==> src/hdl/timer_pkg.sv <==
// Register map, bit positions and timing counts of the capture/reload timer
package timer_pkg;
  localparam int ADDR_W = 3;
  localparam logic [2:0] ADDR_CONTROL = 3'h0;
  localparam logic [2:0] ADDR_COUNT_LOW = 3'h1;
  localparam logic [2:0] ADDR_COUNT_HIGH = 3'h2;
  localparam logic [2:0] ADDR_CAPTURE_LOW = 3'h3;
  localparam logic [2:0] ADDR_CAPTURE_HIGH = 3'h4;
  localparam logic [2:0] ADDR_MODE_EXT = 3'h5;
  localparam logic [2:0] ADDR_POWER_CONTROL = 3'h6;
  localparam logic [2:0] ADDR_INT_ENABLE = 3'h7;
  // timer_control bit positions
  localparam int CTL_OVERFLOW = 7;
  localparam int CTL_EXT_EVENT = 6;
  localparam int CTL_RX_SRC = 5;
  localparam int CTL_TX_SRC = 4;
  localparam int CTL_EXT_TRIG_EN = 3;
  localparam int CTL_RUN = 2;
  localparam int CTL_CT_SEL = 1;
  localparam int CTL_CAP_RL = 0;
  // power_control bit positions
  localparam int PWR_RX_SRC_B = 5;
  localparam int PWR_TX_SRC_B = 4;
  // mode_extension and int_enable bit positions
  localparam int MODE_DOWN_EN = 0;
  localparam int INTEN_TIMER = 0;
  localparam logic [7:0] RESET_BYTE = 8'h00;
  localparam logic [15:0] COUNT_MAX = 16'hFFFF;
  // Clocks per machine-cycle tick
  localparam int MACHINE_DIV = 12;
endpackage

==> src/hdl/capture_reload_timer.sv <==
// 16-bit capture / auto-reload / baud generator timer with register port
// What this block does
// - Count machine ticks when counter select clear, count pin falling edges when set.
// - Counting and all mode actions happen only while run control is one.
// - Capture mode without trigger enable is a 16-bit up counter setting overflow.
// - Capture mode with trigger enable copies count to capture on trigger falling edge.
// - Trigger-caused capture or reload sets external event flag; software clears it.
// - Overflow sets overflow flag until cleared; never in baud generator mode.
// - Auto-reload up-count rollover sets overflow and reloads count from capture registers.
// - Auto-reload with trigger enable also reloads on trigger falling edge.
// - Any receive or transmit baud source bit selects baud generator mode.
// - Receive source bit routes timer overflow to port A receive clock.
// - Transmit source bit routes timer overflow to port A transmit clock.
// - Baud mode ignores capture/reload select and always reloads on overflow.
// - In baud mode trigger edges only set the external event flag.
// - With trigger enable clear trigger pin falls are ignored; a low pin still selects down count in auto-reload.
// - Interrupt requested when either flag set and timer interrupt enabled.
// - Second source bit pair in power control clocks port B.
`timescale 1ns/1ps
module capture_reload_timer #(
  parameter int TICK_DIV = timer_pkg::MACHINE_DIV
) (
  input wire logic ref_clk,
  input wire logic rst_n,
  input wire logic [timer_pkg::ADDR_W-1:0] addr,
  input wire logic [7:0] wr_data,
  input wire logic wr_en,
  input wire logic rd_en,
  output logic [7:0] rd_data,
  input wire logic count_input_pin,
  input wire logic trigger_pin,
  input wire logic other_timer_ovf,
  output logic rx_clk_a,
  output logic tx_clk_a,
  output logic rx_clk_b,
  output logic tx_clk_b,
  output logic timer_irq
);
  localparam int DIV_W = $clog2(TICK_DIV + 1);
  localparam logic [DIV_W-1:0] DIV_LAST = DIV_W'(TICK_DIV - 1);

  logic [15:0] count_r, count_nxt;
  logic [15:0] capture_r, capture_nxt;
  logic [5:0] ctl_r;
  logic overflow_flag_r, ext_event_flag_r;
  logic rx_src_b_r, tx_src_b_r, down_en_r, int_en_r;
  logic [DIV_W-1:0] div_r;
  logic div_pulse_r, cnt_pin_prev_r, trig_prev_r;
  logic [7:0] rd_data_r;
  logic rx_clk_a_r, tx_clk_a_r, rx_clk_b_r, tx_clk_b_r, irq_r;

  // Register decode
  wire wr_ctl = wr_en && addr == timer_pkg::ADDR_CONTROL;
  wire wr_cl = wr_en && addr == timer_pkg::ADDR_COUNT_LOW;
  wire wr_ch = wr_en && addr == timer_pkg::ADDR_COUNT_HIGH;
  wire wr_pl = wr_en && addr == timer_pkg::ADDR_CAPTURE_LOW;
  wire wr_ph = wr_en && addr == timer_pkg::ADDR_CAPTURE_HIGH;
  wire wr_mode = wr_en && addr == timer_pkg::ADDR_MODE_EXT;
  wire wr_pwr = wr_en && addr == timer_pkg::ADDR_POWER_CONTROL;
  wire wr_ien = wr_en && addr == timer_pkg::ADDR_INT_ENABLE;
  wire cnt_wr = wr_cl || wr_ch;
  wire cap_wr = wr_pl || wr_ph;

  wire rx_src_a = ctl_r[timer_pkg::CTL_RX_SRC];
  wire tx_src_a = ctl_r[timer_pkg::CTL_TX_SRC];
  wire exen = ctl_r[timer_pkg::CTL_EXT_TRIG_EN];
  wire run = ctl_r[timer_pkg::CTL_RUN];
  wire ct_sel = ctl_r[timer_pkg::CTL_CT_SEL];
  wire cap_rl = ctl_r[timer_pkg::CTL_CAP_RL];

  wire baud = rx_src_a || tx_src_a || rx_src_b_r || tx_src_b_r;
  wire cnt_fall = cnt_pin_prev_r && !count_input_pin;
  wire trig_fall = trig_prev_r && !trigger_pin;
  wire tick = ct_sel ? cnt_fall : div_pulse_r;
  wire step = run && tick;
  wire trig_act = run && exen && trig_fall;
  wire capture_mode = cap_rl && !baud;
  wire down = !baud && !cap_rl && down_en_r && !trigger_pin;
  wire ovf_up = step && !down && count_r == timer_pkg::COUNT_MAX;
  wire ovf_dn = step && down && count_r == capture_r;
  // Reload on rollover outside capture mode, or on trigger edge outside capture and baud modes
  wire reload_ev = !capture_mode && (ovf_up || (!baud && trig_act));
  wire do_capture = capture_mode && trig_act;
  wire ovf_set = (ovf_up || ovf_dn) && !baud;
  wire ext_set = trig_act;

  always_comb
  begin
    count_nxt = count_r;
    if (wr_cl)
      count_nxt[7:0] = wr_data;
    else if (wr_ch)
      count_nxt[15:8] = wr_data;
    else if (reload_ev)
      count_nxt = capture_r;
    else if (ovf_dn)
      count_nxt = timer_pkg::COUNT_MAX;
    else if (step && down)
      count_nxt = count_r - 16'h0001;
    else if (step)
      count_nxt = count_r + 16'h0001;
  end

  always_comb
  begin
    capture_nxt = capture_r;
    if (wr_pl)
      capture_nxt[7:0] = wr_data;
    else if (wr_ph)
      capture_nxt[15:8] = wr_data;
    else if (do_capture)
      capture_nxt = count_r;
  end

  // Set wins over a software write of the same flag
  wire ovf_flag_nxt = ovf_set ||
    (wr_ctl ? wr_data[timer_pkg::CTL_OVERFLOW] : overflow_flag_r);
  wire ext_flag_nxt = ext_set ||
    (wr_ctl ? wr_data[timer_pkg::CTL_EXT_EVENT] : ext_event_flag_r);
  wire irq_nxt = (ovf_flag_nxt || ext_flag_nxt) && int_en_r;

  wire [7:0] ctl_view = {overflow_flag_r, ext_event_flag_r, ctl_r};
  wire [7:0] rd_mux =
    addr == timer_pkg::ADDR_CONTROL ? ctl_view :
    addr == timer_pkg::ADDR_COUNT_LOW ? count_r[7:0] :
    addr == timer_pkg::ADDR_COUNT_HIGH ? count_r[15:8] :
    addr == timer_pkg::ADDR_CAPTURE_LOW ? capture_r[7:0] :
    addr == timer_pkg::ADDR_CAPTURE_HIGH ? capture_r[15:8] :
    addr == timer_pkg::ADDR_MODE_EXT ? {7'h00, down_en_r} :
    addr == timer_pkg::ADDR_POWER_CONTROL ? {2'h0, rx_src_b_r, tx_src_b_r, 4'h0} :
    {7'h00, int_en_r};

  // Machine-cycle tick divider
  always_ff @(posedge ref_clk)
  begin
    if (!rst_n)
    begin
      div_r <= '0;
      div_pulse_r <= 1'b0;
    end
    else
    begin
      div_pulse_r <= div_r == DIV_LAST;
      div_r <= div_r == DIV_LAST ? '0 : div_r + DIV_W'(1);
    end
  end

  always_ff @(posedge ref_clk)
  begin
    if (!rst_n)
    begin
      cnt_pin_prev_r <= 1'b1;
      trig_prev_r <= 1'b1;
      count_r <= {timer_pkg::RESET_BYTE, timer_pkg::RESET_BYTE};
      capture_r <= {timer_pkg::RESET_BYTE, timer_pkg::RESET_BYTE};
      overflow_flag_r <= 1'b0;
      ext_event_flag_r <= 1'b0;
    end
    else
    begin
      cnt_pin_prev_r <= count_input_pin;
      trig_prev_r <= trigger_pin;
      count_r <= count_nxt;
      capture_r <= capture_nxt;
      overflow_flag_r <= ovf_flag_nxt;
      ext_event_flag_r <= ext_flag_nxt;
    end
  end

  always_ff @(posedge ref_clk)
  begin
    if (!rst_n)
    begin
      ctl_r <= timer_pkg::RESET_BYTE[5:0];
      rx_src_b_r <= 1'b0;
      tx_src_b_r <= 1'b0;
      down_en_r <= 1'b0;
      int_en_r <= 1'b0;
    end
    else
    begin
      if (wr_ctl)
        ctl_r <= wr_data[5:0];
      if (wr_pwr)
      begin
        rx_src_b_r <= wr_data[timer_pkg::PWR_RX_SRC_B];
        tx_src_b_r <= wr_data[timer_pkg::PWR_TX_SRC_B];
      end
      if (wr_mode)
        down_en_r <= wr_data[timer_pkg::MODE_DOWN_EN];
      if (wr_ien)
        int_en_r <= wr_data[timer_pkg::INTEN_TIMER];
    end
  end

  always_ff @(posedge ref_clk)
  begin
    if (!rst_n)
    begin
      rd_data_r <= timer_pkg::RESET_BYTE;
      rx_clk_a_r <= 1'b0;
      tx_clk_a_r <= 1'b0;
      rx_clk_b_r <= 1'b0;
      tx_clk_b_r <= 1'b0;
      irq_r <= 1'b0;
    end
    else
    begin
      rd_data_r <= rd_en ? rd_mux : timer_pkg::RESET_BYTE;
      rx_clk_a_r <= rx_src_a ? ovf_up : other_timer_ovf;
      tx_clk_a_r <= tx_src_a ? ovf_up : other_timer_ovf;
      rx_clk_b_r <= rx_src_b_r ? ovf_up : other_timer_ovf;
      tx_clk_b_r <= tx_src_b_r ? ovf_up : other_timer_ovf;
      irq_r <= irq_nxt;
    end
  end

  assign rd_data = rd_data_r;
  assign rx_clk_a = rx_clk_a_r;
  assign tx_clk_a = tx_clk_a_r;
  assign rx_clk_b = rx_clk_b_r;
  assign tx_clk_b = tx_clk_b_r;
  assign timer_irq = irq_r;
endmodule

==> config.mk <==
export PLATFORM = sky130hd
export DESIGN_NAME = capture_reload_timer
export DESIGN_NICKNAME = d
export VERILOG_FILES = /design/src/hdl/timer_pkg.sv /design/src/hdl/capture_reload_timer.sv
export SDC_FILE = /design/constraint.sdc
export NUM_CORES = 1
export LEC_CHECK = 0
export ABC_AREA = 1
export BUFFER_PORTS_ARGS = -buffer_cell sky130_fd_sc_hd__buf_2
export CORE_MARGIN = 8
export CORE_UTILIZATION = 50
export CTS_BUF_LIST = sky130_fd_sc_hd__clkbuf_4
export CTS_CLUSTER_DIAMETER = 120
export DETAILED_ROUTE_END_ITERATION = 7
export PLACE_DENSITY_LB_ADDON = 0.15
export SYNTH_ARGS = -nofsm -noshare
export SYNTH_HDL_FRONTEND = slang
export SYNTH_SLANG_ARGS = --single-unit
==> constraint.sdc <==
create_clock -name ref_clk -period 3.5 [get_ports ref_clk]
set_clock_uncertainty 0.1 [all_clocks]
set_input_delay 0 -clock ref_clk [delete_from_list [all_inputs] [get_ports ref_clk]]
set_output_delay 0 -clock ref_clk [all_outputs]
set_load 0.01 [all_outputs]
==> results of run 1 <==
[registers in the layout, summed over array words and instances (netlist names)]
register	flops
cnt_pin_prev_r	1
rx_src_b_r	1
trig_prev_r	1
ctl_r	6
down_en_r	1
capture_r	16
rd_data	8
overflow_flag_r	1
div_r	4
count_r	16
rx_clk_b	1
ext_event_flag_r	1
rx_clk_a	1
tx_src_b_r	1
div_pulse_r	1
tx_clk_a	1
timer_irq	1
int_en_r	1
tx_clk_b	1
[stage by stage]
stage	power (W)	setup slack, ps	utilization, %	hold WS (ps)	std cells
floorplan	0.000946	909	-	-3.07	814
global placement	0.00102	780	54.2	126	961
detailed placement	0.00103	695	54.2	128	961
CTS	0.00166	667	58.4	340	999
global route	0.00173	316	58.4	375	999
finish	0.00166	611	58.4	353	999
[kinds of logic after synthesis]
| logic type | Yosys count | synth area share, % |
|---|---|---|
| and+or+nand+nor | 478 | 42.8 |
| adders and majority gates | 16 | 4.34 |
| DFF | 64 | 26.8 |
| buffers and inverters | 137 | 11.4 |
| xor gates and xnor gates | 9 | 1.65 |
| AOI/OAI and AO/OA | 110 | 13.1 |
[tightest hold or removal path: cells and delay by family]
kind            cells  cell delay, ps
buf+inv             2             640
compound gates      2             190
[cells in the mapped netlist, drive strengths merged]
| cell | instances |
|---|---|
| a211oi | 16 |
| a21oi | 35 |
| a221oi | 1 |
| a311oi | 1 |
| a31oi | 5 |
| a41oi | 2 |
| and2 | 2 |
| buf | 6 |
| clkbuf | 8 |
| dfxtp | 64 |
| fa | 1 |
| ha | 15 |
| inv | 123 |
| nand2 | 276 |
| nand3 | 62 |
| nand3b | 2 |
| nand4 | 3 |
| nor2 | 129 |
| nor3 | 2 |
| o21ai | 44 |
| o21bai | 2 |
| o22ai | 4 |
| or2 | 2 |
| xnor2 | 6 |
| xor2 | 3 |
[repair_timing]
action / in CTS / in global routing
setup endpoints to repair: 0 / 0
hold buffers: 22 / 0
endpoints found under the hold margin: 55 / 0
[where the power goes]
| group | total, W | leakage [nW] | internal (W) | switching [W] |
|---|---|---|---|---|
| logic | 0.000246 | 2.23 | 0.0000881 | 0.000158 |
| registers | 0.000789 | 0.521 | 0.000755 | 0.0000348 |
| clock network | 0.000625 | 0.0907 | 0.000297 | 0.000328 |
[per-layer routing]
layer | vias to the layer above | wire, um
met2 | 255 | 6660
li1 | 2660 | -
met5 | - | 0
met4 | 0 | 326
met1 | 2271 | 6870
met3 | 25 | 1580
[final cells by class]
class	count	area, sq um
clock buffer	9	67.6
clock inverter	7	104
fill	951	3860
inverter	123	464
multi-input combinational	613	2960
sequential	64	1280
tap	129	161
timing repair buffer	54	385
[final timing paths]
kind,from,to,slack (ps),cells past startpoint
hold reg to reg,div_r[0],div_r[0],370,1
setup / recovery,ctl_r[0],count_r[13],610,19
setup reg to reg,ctl_r[0],count_r[13],610,19
hold / removal,other_timer_ovf,tx_clk_b,350,4
==> metrics.txt, run 1 <==
Max transition margin=53.4%; die extent in x=114 um; pwr/cell area=306 nW/um^2; final setup fails=0; clock buffer count from CTS=9; Netlist cell types=42; initial antenna violation count=0; Initial Util=51.6%; data required time of the critical path=3720 ps; cell family with most CP delay=simple AND/OR/NAND/NOR gates; largest net degree at the start of global routing=35; Cells after Synth=814; max-slew violations=0; commonest non-fill, non-tap cell in the layout=nand2_1; Post-CTS Setup Repair Bufs=0; Lkg Pwr=2.84 nW; Worst path slowest cell=dfxtp_1; cell mode on critical path=nand2_1; maximum vdd drop=237 uV; Syn. warnings=0; root buf cell=clkbuf_4; Die Span Y=114 um; Final Hold Vio Count=0; port bufs=30; fin crit period=2890 ps; first-pass GRT wire length=24.8 mm; routed len/inst=15.4 um; Sink Count=64; share of cells above drive strength 1=9.77%; antenna viol nets, final=0; Final Cycle Share=82.5%; vias in the first global route=4803; CTS tree=built; core area=9280 sq um; area leader, netlist=dfxtp_1; status=finished, final reports clean; RSZ-0062 raised after global routing=false; GR peak layer=met2; Nets=899; Post-Layout Inst Area=5430 sq um; fmax=346 MHz; Pre-antenna DRT Iters=6; row cnt=35; cell area after placement=5030 sq um; Final HPWL DP=12.0 mm; Overflow after GRT=0; met2 GRT Util=36.2%; CP Data Arrival Time=3110 ps; CP Max Fanout=9; FF+latch count, synth=64; H-tree depth=3; Cell Chain, Critical Path=inv_2 > nand3_1 > nor2_2 > nand2_1 > inv_1 > buf_4 > ha_1 > nand2_1 > inv_1 > nand2_1 > nand2_1 > a21oi_1 > nand2_1 > nand2_1 > nand2_1 > nor2_1 > nor2_1 > nor2_1 > nor2_1; DIE AREA=13000 sq um; synthesized area per cell=5.88 sq um; total track usage=24.1%; clk buf depth=2; slowest stage delay, CP=380 ps; Critical Path Sink Type=flop; Post-Route WL=15.4 mm; Synth Net Count=848; Syn-to-layout area delta=13.3%; WP buf/inv=4; Vias/cell=5.22; IO Count=31; Max Cap Violations=0; Initial DRC Count=513; met3 usage=6.18%; Slew @ Worst Pin=696 ps; # diodes=0; grt met1 use=32.8%; clock-pin slew on the worst setup and hold paths=130 ps; Setup CP Type=flop to flop; clk_lat worst skew=420 ps; commonest cells after routing, fill and taps aside=nand2_1 (266), nor2_1 (123), inv_1 (114), dfxtp_1 (64), nand3_1 (55); RePlAce Congestion=1.00; CP Launch Type=flop; worst hold path class=primary input to flop; number of remaining DRC errors=0; Seq/Total Area, Yosys=26.8%; synthesized area=4790 sq um; Vias=5211; Synth top area share=26.8%; Final TNS setup=0 ps; dominant cells by area after synthesis=dfxtp_1 (27%), nand2_1 (21%), nor2_1 (9.6%); post-cts sizing count=0
(Power assumes the default switching activity.)
==> run 2: changes to the inputs <==
--- a/config.mk
+++ b/config.mk
@@ -5,7 +5,7 @@
 export SDC_FILE = /design/constraint.sdc
 export NUM_CORES = 1
 export LEC_CHECK = 0
-export ABC_AREA = 1
+export ABC_AREA = 0
 export BUFFER_PORTS_ARGS = -buffer_cell sky130_fd_sc_hd__buf_2
 export CORE_MARGIN = 8
 export CORE_UTILIZATION = 50
==> constraint.sdc (replaced) <==
create_clock -name ref_clk -period 2.56 [get_ports ref_clk]
set_clock_uncertainty 0.1 [all_clocks]
set_input_delay 0 -clock ref_clk [delete_from_list [all_inputs] [get_ports ref_clk]]
set_output_delay 0 -clock ref_clk [all_outputs]
set_load 0.01 [all_outputs]
==> run 2 against run 1 <==
The flow now finishes with violations (setup timing). Maximum frequency increased by 3.2%. Area after synthesis down 14%. Count of clock-buffer cells in the layout is the same. First-iteration DRC count shrank 22%. Wire length down 2.3%. Die area shrank 12%. Synthesized cell count decreased by 40%. Global-route usage is 2.5 points higher. Via count shrank 12%.
==> metrics.txt, run 2 <==
status=complete, but fails checks; failing checks=setup timing; Most used DFF post-synth=dfxtp_1; CP Launch Type=flop; number of remaining DRC errors=0; Critical Path Sink Type=flop; Final HPWL DP=10.2 mm; FF+latch count, synth=64; synthesized area=4110 sq um; # diodes=0; Seq pwr share=51.1%; Overflow after GRT=0; maximum vdd drop=390 uV; synthesized area per cell=8.39 sq um; EDFF count, synth=0; Synth top area share=31.2%; list of most frequent post-synthesis cells=dfxtp_1 (64), nor2_1 (52), nand2_1 (49); clock buffer count from CTS=9; Syn. warnings=0; Final Worst Setup Slack=-238 ps; RSZ-0062 raised after global routing=true; Gate power share=18.3%; row cnt=33; Psw=0.000670 W; CP Data Arrival Time=3010 ps; area leader, netlist=dfxtp_1; pre-CTS setup slack=-427 ps; Netlist cell types=61; Lkg Pwr=2.41 nW; root buf cell=clkbuf_4; Initial DRC Count=402; Worst R2R Path Depth=13; Post-Route WL=15.1 mm; Sink Count=64; Initial Util=50.8%; Cells after Synth=490; total track usage=26.6%; clk_lat worst skew=430 ps; Die Span Y=107 um; Synth Net Count=524; data required time of the critical path=2780 ps; Final TNS setup=-1570 ps; RePlAce Congestion=0.945; Reg-to-Reg Start=tx_src_b_r; Vias=4572; CTS tree=built; Slew @ Worst Pin=579 ps; max-slew violations=0; Final Hold Vio Count=0; initial antenna violation count=1; clk buf depth=2; dominant cells by area after synthesis=dfxtp_1 (31%), mux2i_1 (6.8%), nor2_1 (4.7%); Net Sw Frac=32.2%; pwr/cell area=360 nW/um^2; H-tree depth=3; fin crit period=2800 ps; port bufs=30; CP Max Fanout=5; Syn-to-layout area delta=40.4%; FFs w/ async S/R, synth=0%; share of cells above drive strength 1=33.4%; Pint=0.00141 W; final setup fails=11; Nets=658; WHS Path Cells=7; commonest non-fill, non-tap cell in the layout=buf_4; Seq/Total Area, Yosys=31.2%; largest net degree at the start of global routing=31; fmax=357 MHz; Setup CP Type=flop to flop; FF-to-FF setup slack=-240 ps; die extent in x=107 um; Max transition margin=61.4%; clock-pin slew on the worst setup and hold paths=130 ps; Vias/cell=6.23; Pre-antenna DRT Iters=7; Final Power=0.00208 W; Max Cap Violations=0; commonest cells after routing, fill and taps aside=buf_4 (82), dfxtp_1 (59), nor2_1 (48), nand2_1 (47), buf_2 (30); routed len/inst=20.5 um; Clock power frac=30.6%; IO Count=31; vias in the first global route=4501; reg2reg end=count_r[15]; Hold EP=rx_clk_a; first-pass GRT wire length=23.7 mm; core area=8090 sq um; DIE AREA=11400 sq um; Worst Hold Launch=count_input_pin; count leader, synth=dfxtp_1; Final Cycle Share=109%; antenna viol nets, final=0; worst hold path class=primary input to flop
## run 2: critical path, cell delays in order (launching register included)
cell,delay (ps)
dfxtp_2,360
nor4_4,300
nand3_2,160
nor2_4,190
buf_12,150
ha_4,210
a211oi_4,230
o21ai_2,110
a31oi_4,210
o21bai_1,120
o221ai_1,180
xnor2_1,100
nor3_1,190
o41ai_2,80
## run 2: final cells by class
cell class,count,area (sq um)
clock buffers,9,67.6
inverters,8,30.0
clock inverters,7,53.8
multi-input cells,397,3040
well taps,105,131
fillers,616,2320
repair buffers,144,1160
flip-flops and latches,64,1290
## run 2: worst max path at each step
stage / from / endpoint / slack, ps / cells after the start
2_1_floorplan: ctl_r[4] / count_r[14] / -310 / 11
3_3_place_gp: ctl_r[1] / count_r[14] / -340 / 14
3_5_place_dp: ctl_r[1] / count_r[14] / -430 / 14
4_1_cts: ctl_r[1] / count_r[14] / -250 / 15
5_1_grt: tx_src_b_r / count_r[14] / -380 / 14
6_report: tx_src_b_r / count_r[15] / -240 / 13
## run 2: cell families (layout without fill, tap and decap cells)
family          after synthesis  after routing  synth area share [%]
mux                          34             34                  9.83
simple gates                186            187                  22.4
buf+inv                      31            168                  3.44
fa+ha+maj                    16             16                  5.05
xor+xnor                     32             32                  6.82
compound gates              127            128                  21.3
flops                        64             64                  31.2
## run 2: repair_timing
item	CTS	global route
hold buffers	23	0
setup endpoints to repair	13	17
resized for setup	40	26
endpoints found under the hold margin	63	0
pin swaps	27	29
cloned	4	0
buffers inserted	18	7
## run 2: power by group through the flow
stage / Sequential, W / Combinational [W] / Clock [W]
after global routing: 0.00106 / 0.000406 / 0.000689
final: 0.00106 / 0.000381 / 0.000635
after detailed placement: 0.00108 / 0.000321 / 0
after floorplan: 0.00108 / 0.000187 / 0
after global placement: 0.00108 / 0.000317 / 0
after CTS: 0.00106 / 0.000360 / 0.000650
## run 2: stage by stage
stage	cell area, sq um	util (%)	hold WS (ps)	std cells
after floorplan	4190	-	-27.0	490
after global placement	4910	60.6	102	672
after detailed placement	4910	60.6	104	672
after CTS	5650	69.8	259	732
after global routing	5770	71.3	307	734
final	5770	71.3	311	734
## run 2: routing by layer
layer / vias to the layer above / routed length, um / track usage [%]
met2: 259 / 7040 / 42.4
met3: 53 / 1460 / 6.72
li1: 2092 / - / -
met5: - / 11 / 0
met1: 2166 / 6020 / 33.0
met4: 2 / 556 / 12.1
==> run 3: changes to the inputs <==
--- a/config.mk
+++ b/config.mk
@@ -7,8 +7,10 @@
 export LEC_CHECK = 0
 export ABC_AREA = 0
 export BUFFER_PORTS_ARGS = -buffer_cell sky130_fd_sc_hd__buf_2
+export CELL_PAD_IN_SITES_DETAIL_PLACEMENT = 0
+export CELL_PAD_IN_SITES_GLOBAL_PLACEMENT = 2
 export CORE_MARGIN = 8
-export CORE_UTILIZATION = 50
+export CORE_UTILIZATION = 34
 export CTS_BUF_LIST = sky130_fd_sc_hd__clkbuf_4
 export CTS_CLUSTER_DIAMETER = 120
 export DETAILED_ROUTE_END_ITERATION = 7
==> run 3 against run 2 <==
The run still ends with setup timing left. Hold slack worse by 300 ps. Register-to-register slack worse by 70 ps. Combinational power hardly changed. Setup slack worse by 69 ps. Sequential cell count stayed put. Sequential share of layout area is 0.61 points lower. Critical path type unchanged. Critical endpoint unchanged.
==> metrics.txt, run 3 (synthesis gave the netlist of run 2 again) <==
data required time of the critical path=2810 ps; Initial Util=34.5%; Max transition margin=61.3%; clock buffer count from CTS=9; Cell Chain, Critical Path=nor4_4 > nand3_2 > nor2_4 > buf_12 > ha_4 > a211oi_4 > o21ai_2 > a31oi_1 > buf_4 > o21bai_1 > o221ai_1 > xnor2_1 > nor3_2 > o41ai_2; Final TNS setup=-1570 ps; first-pass GRT wire length=23.9 mm; WHS Path Cells=3; Crit. path cell count=14; max-slew violations=0; status=complete, but fails checks; pwr/cell area=397 nW/um^2; RePlAce Congestion=0.851; Initial DRC Count=379; Final Power=0.00235 W; Die Span Y=126 um; antenna viol nets, final=0; CTS tree=built; Overflow after GRT=0; total track usage=19.4%; clock-pin slew on the worst setup and hold paths=120 ps; core area=11900 sq um; Final HPWL DP=11.1 mm; Worst path slowest cell=dfxtp_2; commonest non-fill, non-tap cell in the layout=buf_4; CP Data Arrival Time=3120 ps; Sink Count=64; largest net degree at the start of global routing=32; Final Hold Vio Count=0; root buf cell=clkbuf_4; fmax=349 MHz; commonest cells after routing, fill and taps aside=buf_4 (84), dfxtp_1 (60), nor2_1 (49), nand2_1 (45), buf_2 (30); Lkg Pwr=2.49 nW; Vias/cell=5.60; CP Launch Type=flop; Nets=660; number of remaining DRC errors=0; share of cells above drive strength 1=34.2%; vias in the first global route=4152; clk_lat worst skew=440 ps; Worst R2R Path Depth=14; Pre-antenna DRT Iters=5; row cnt=40; WP buf/inv=2; Setup CP Type=flop to flop; slowest stage delay, CP=360 ps; fin crit period=2870 ps; worst hold margin=15.6 ps; # diodes=0; die extent in x=126 um; Post-Route WL=15.7 mm; Vias=4359; Slew @ Worst Pin=580 ps; worst hold path class=primary input to flop; routed len/inst=20.1 um; failing checks=setup timing; initial antenna violation count=0; Final Cycle Share=112%; clk buf depth=2; RSZ-0062 raised after global routing=true; cell family with most CP delay=compound AO/OA/AOI/OAI gates; maximum vdd drop=298 uV; Syn-to-layout area delta=44.2%; Critical Path Sink Type=flop; Max Cap Violations=0; H-tree depth=3; port bufs=30; final setup fails=7; Final Worst Setup Slack=-307 ps; IO Count=31; CP Max Fanout=5; DIE AREA=15900 sq um
[run 3: cell types whose count changed in the layout (fill, tap and decap cells not counted), moves of 3 or more]
cell / previous run / this run
a21oi_1: 22 / 26
a21oi_2: 7 / 4
buf_6: 2 / 7
bufinv_16: 0 / 3
dlygate4sd3_1: 23 / 17
[run 3: final cells by class]
type                    count  area [sq um]
multi-input cells         397          3050
well taps                 147           184
clock inverters             7           119
inverters                   8          30.0
repair buffers            146          1190
flip-flops and latches     64          1290
fillers                  1155          5980
clock buffers               9          67.6
[run 3: tightest hold or removal path, stage by stage]
cell     delay, ps
buf_2          250
a21oi_1        200
nor3_1          70
[run 3: final timing paths]
kind                   start     endpoint  slack, ps
hold / removal       addr[0]   rd_data[7]         20
setup / recovery  tx_src_b_r  count_r[15]       -310
setup reg to reg  tx_src_b_r  count_r[15]       -310
hold reg to reg     div_r[0]     div_r[0]        350
[run 3: per-stage QoR]
stage | area [sq um] | setup slack (ps) | cells | utilization, %
2_1_floorplan | 4190 | -312 | 490 | -
3_3_place_gp | 5040 | -323 | 721 | 42.3
3_5_place_dp | 5040 | -376 | 721 | 42.3
5_1_grt | 5930 | -594 | 778 | 49.8
4_1_cts | 5790 | -289 | 774 | 48.6
6_report | 5930 | -307 | 778 | 49.8
[run 3: metal layers]
metal | wire (um) | part of all wire [%] | track usage (%)
met3 | 788 | 5.0 | 4.05
met1 | 7130 | 46 | 25.6
met4 | 299 | 1.9 | 5.80
met5 | 0 | 0 | 0
met2 | 7440 | 48 | 31.2
[run 3: timing repair]
item,CTS,global route
setup buffers,16,8
endpoints found under the hold margin,60,0
cloned,5,0
hold buffers,17,0
pin swaps,36,40
resized for setup,37,33
endpoints found under the setup margin,10,16
[run 3: report_power, final]
group	internal [W]	leakage, nW	switching, W	total [W]
combinational	0.000170	1.88	0.000210	0.000381
clock	0.000495	0.0942	0.000422	0.000917
sequential	0.00103	0.523	0.0000292	0.00106
total	0.00169	2.49	0.000662	0.00235
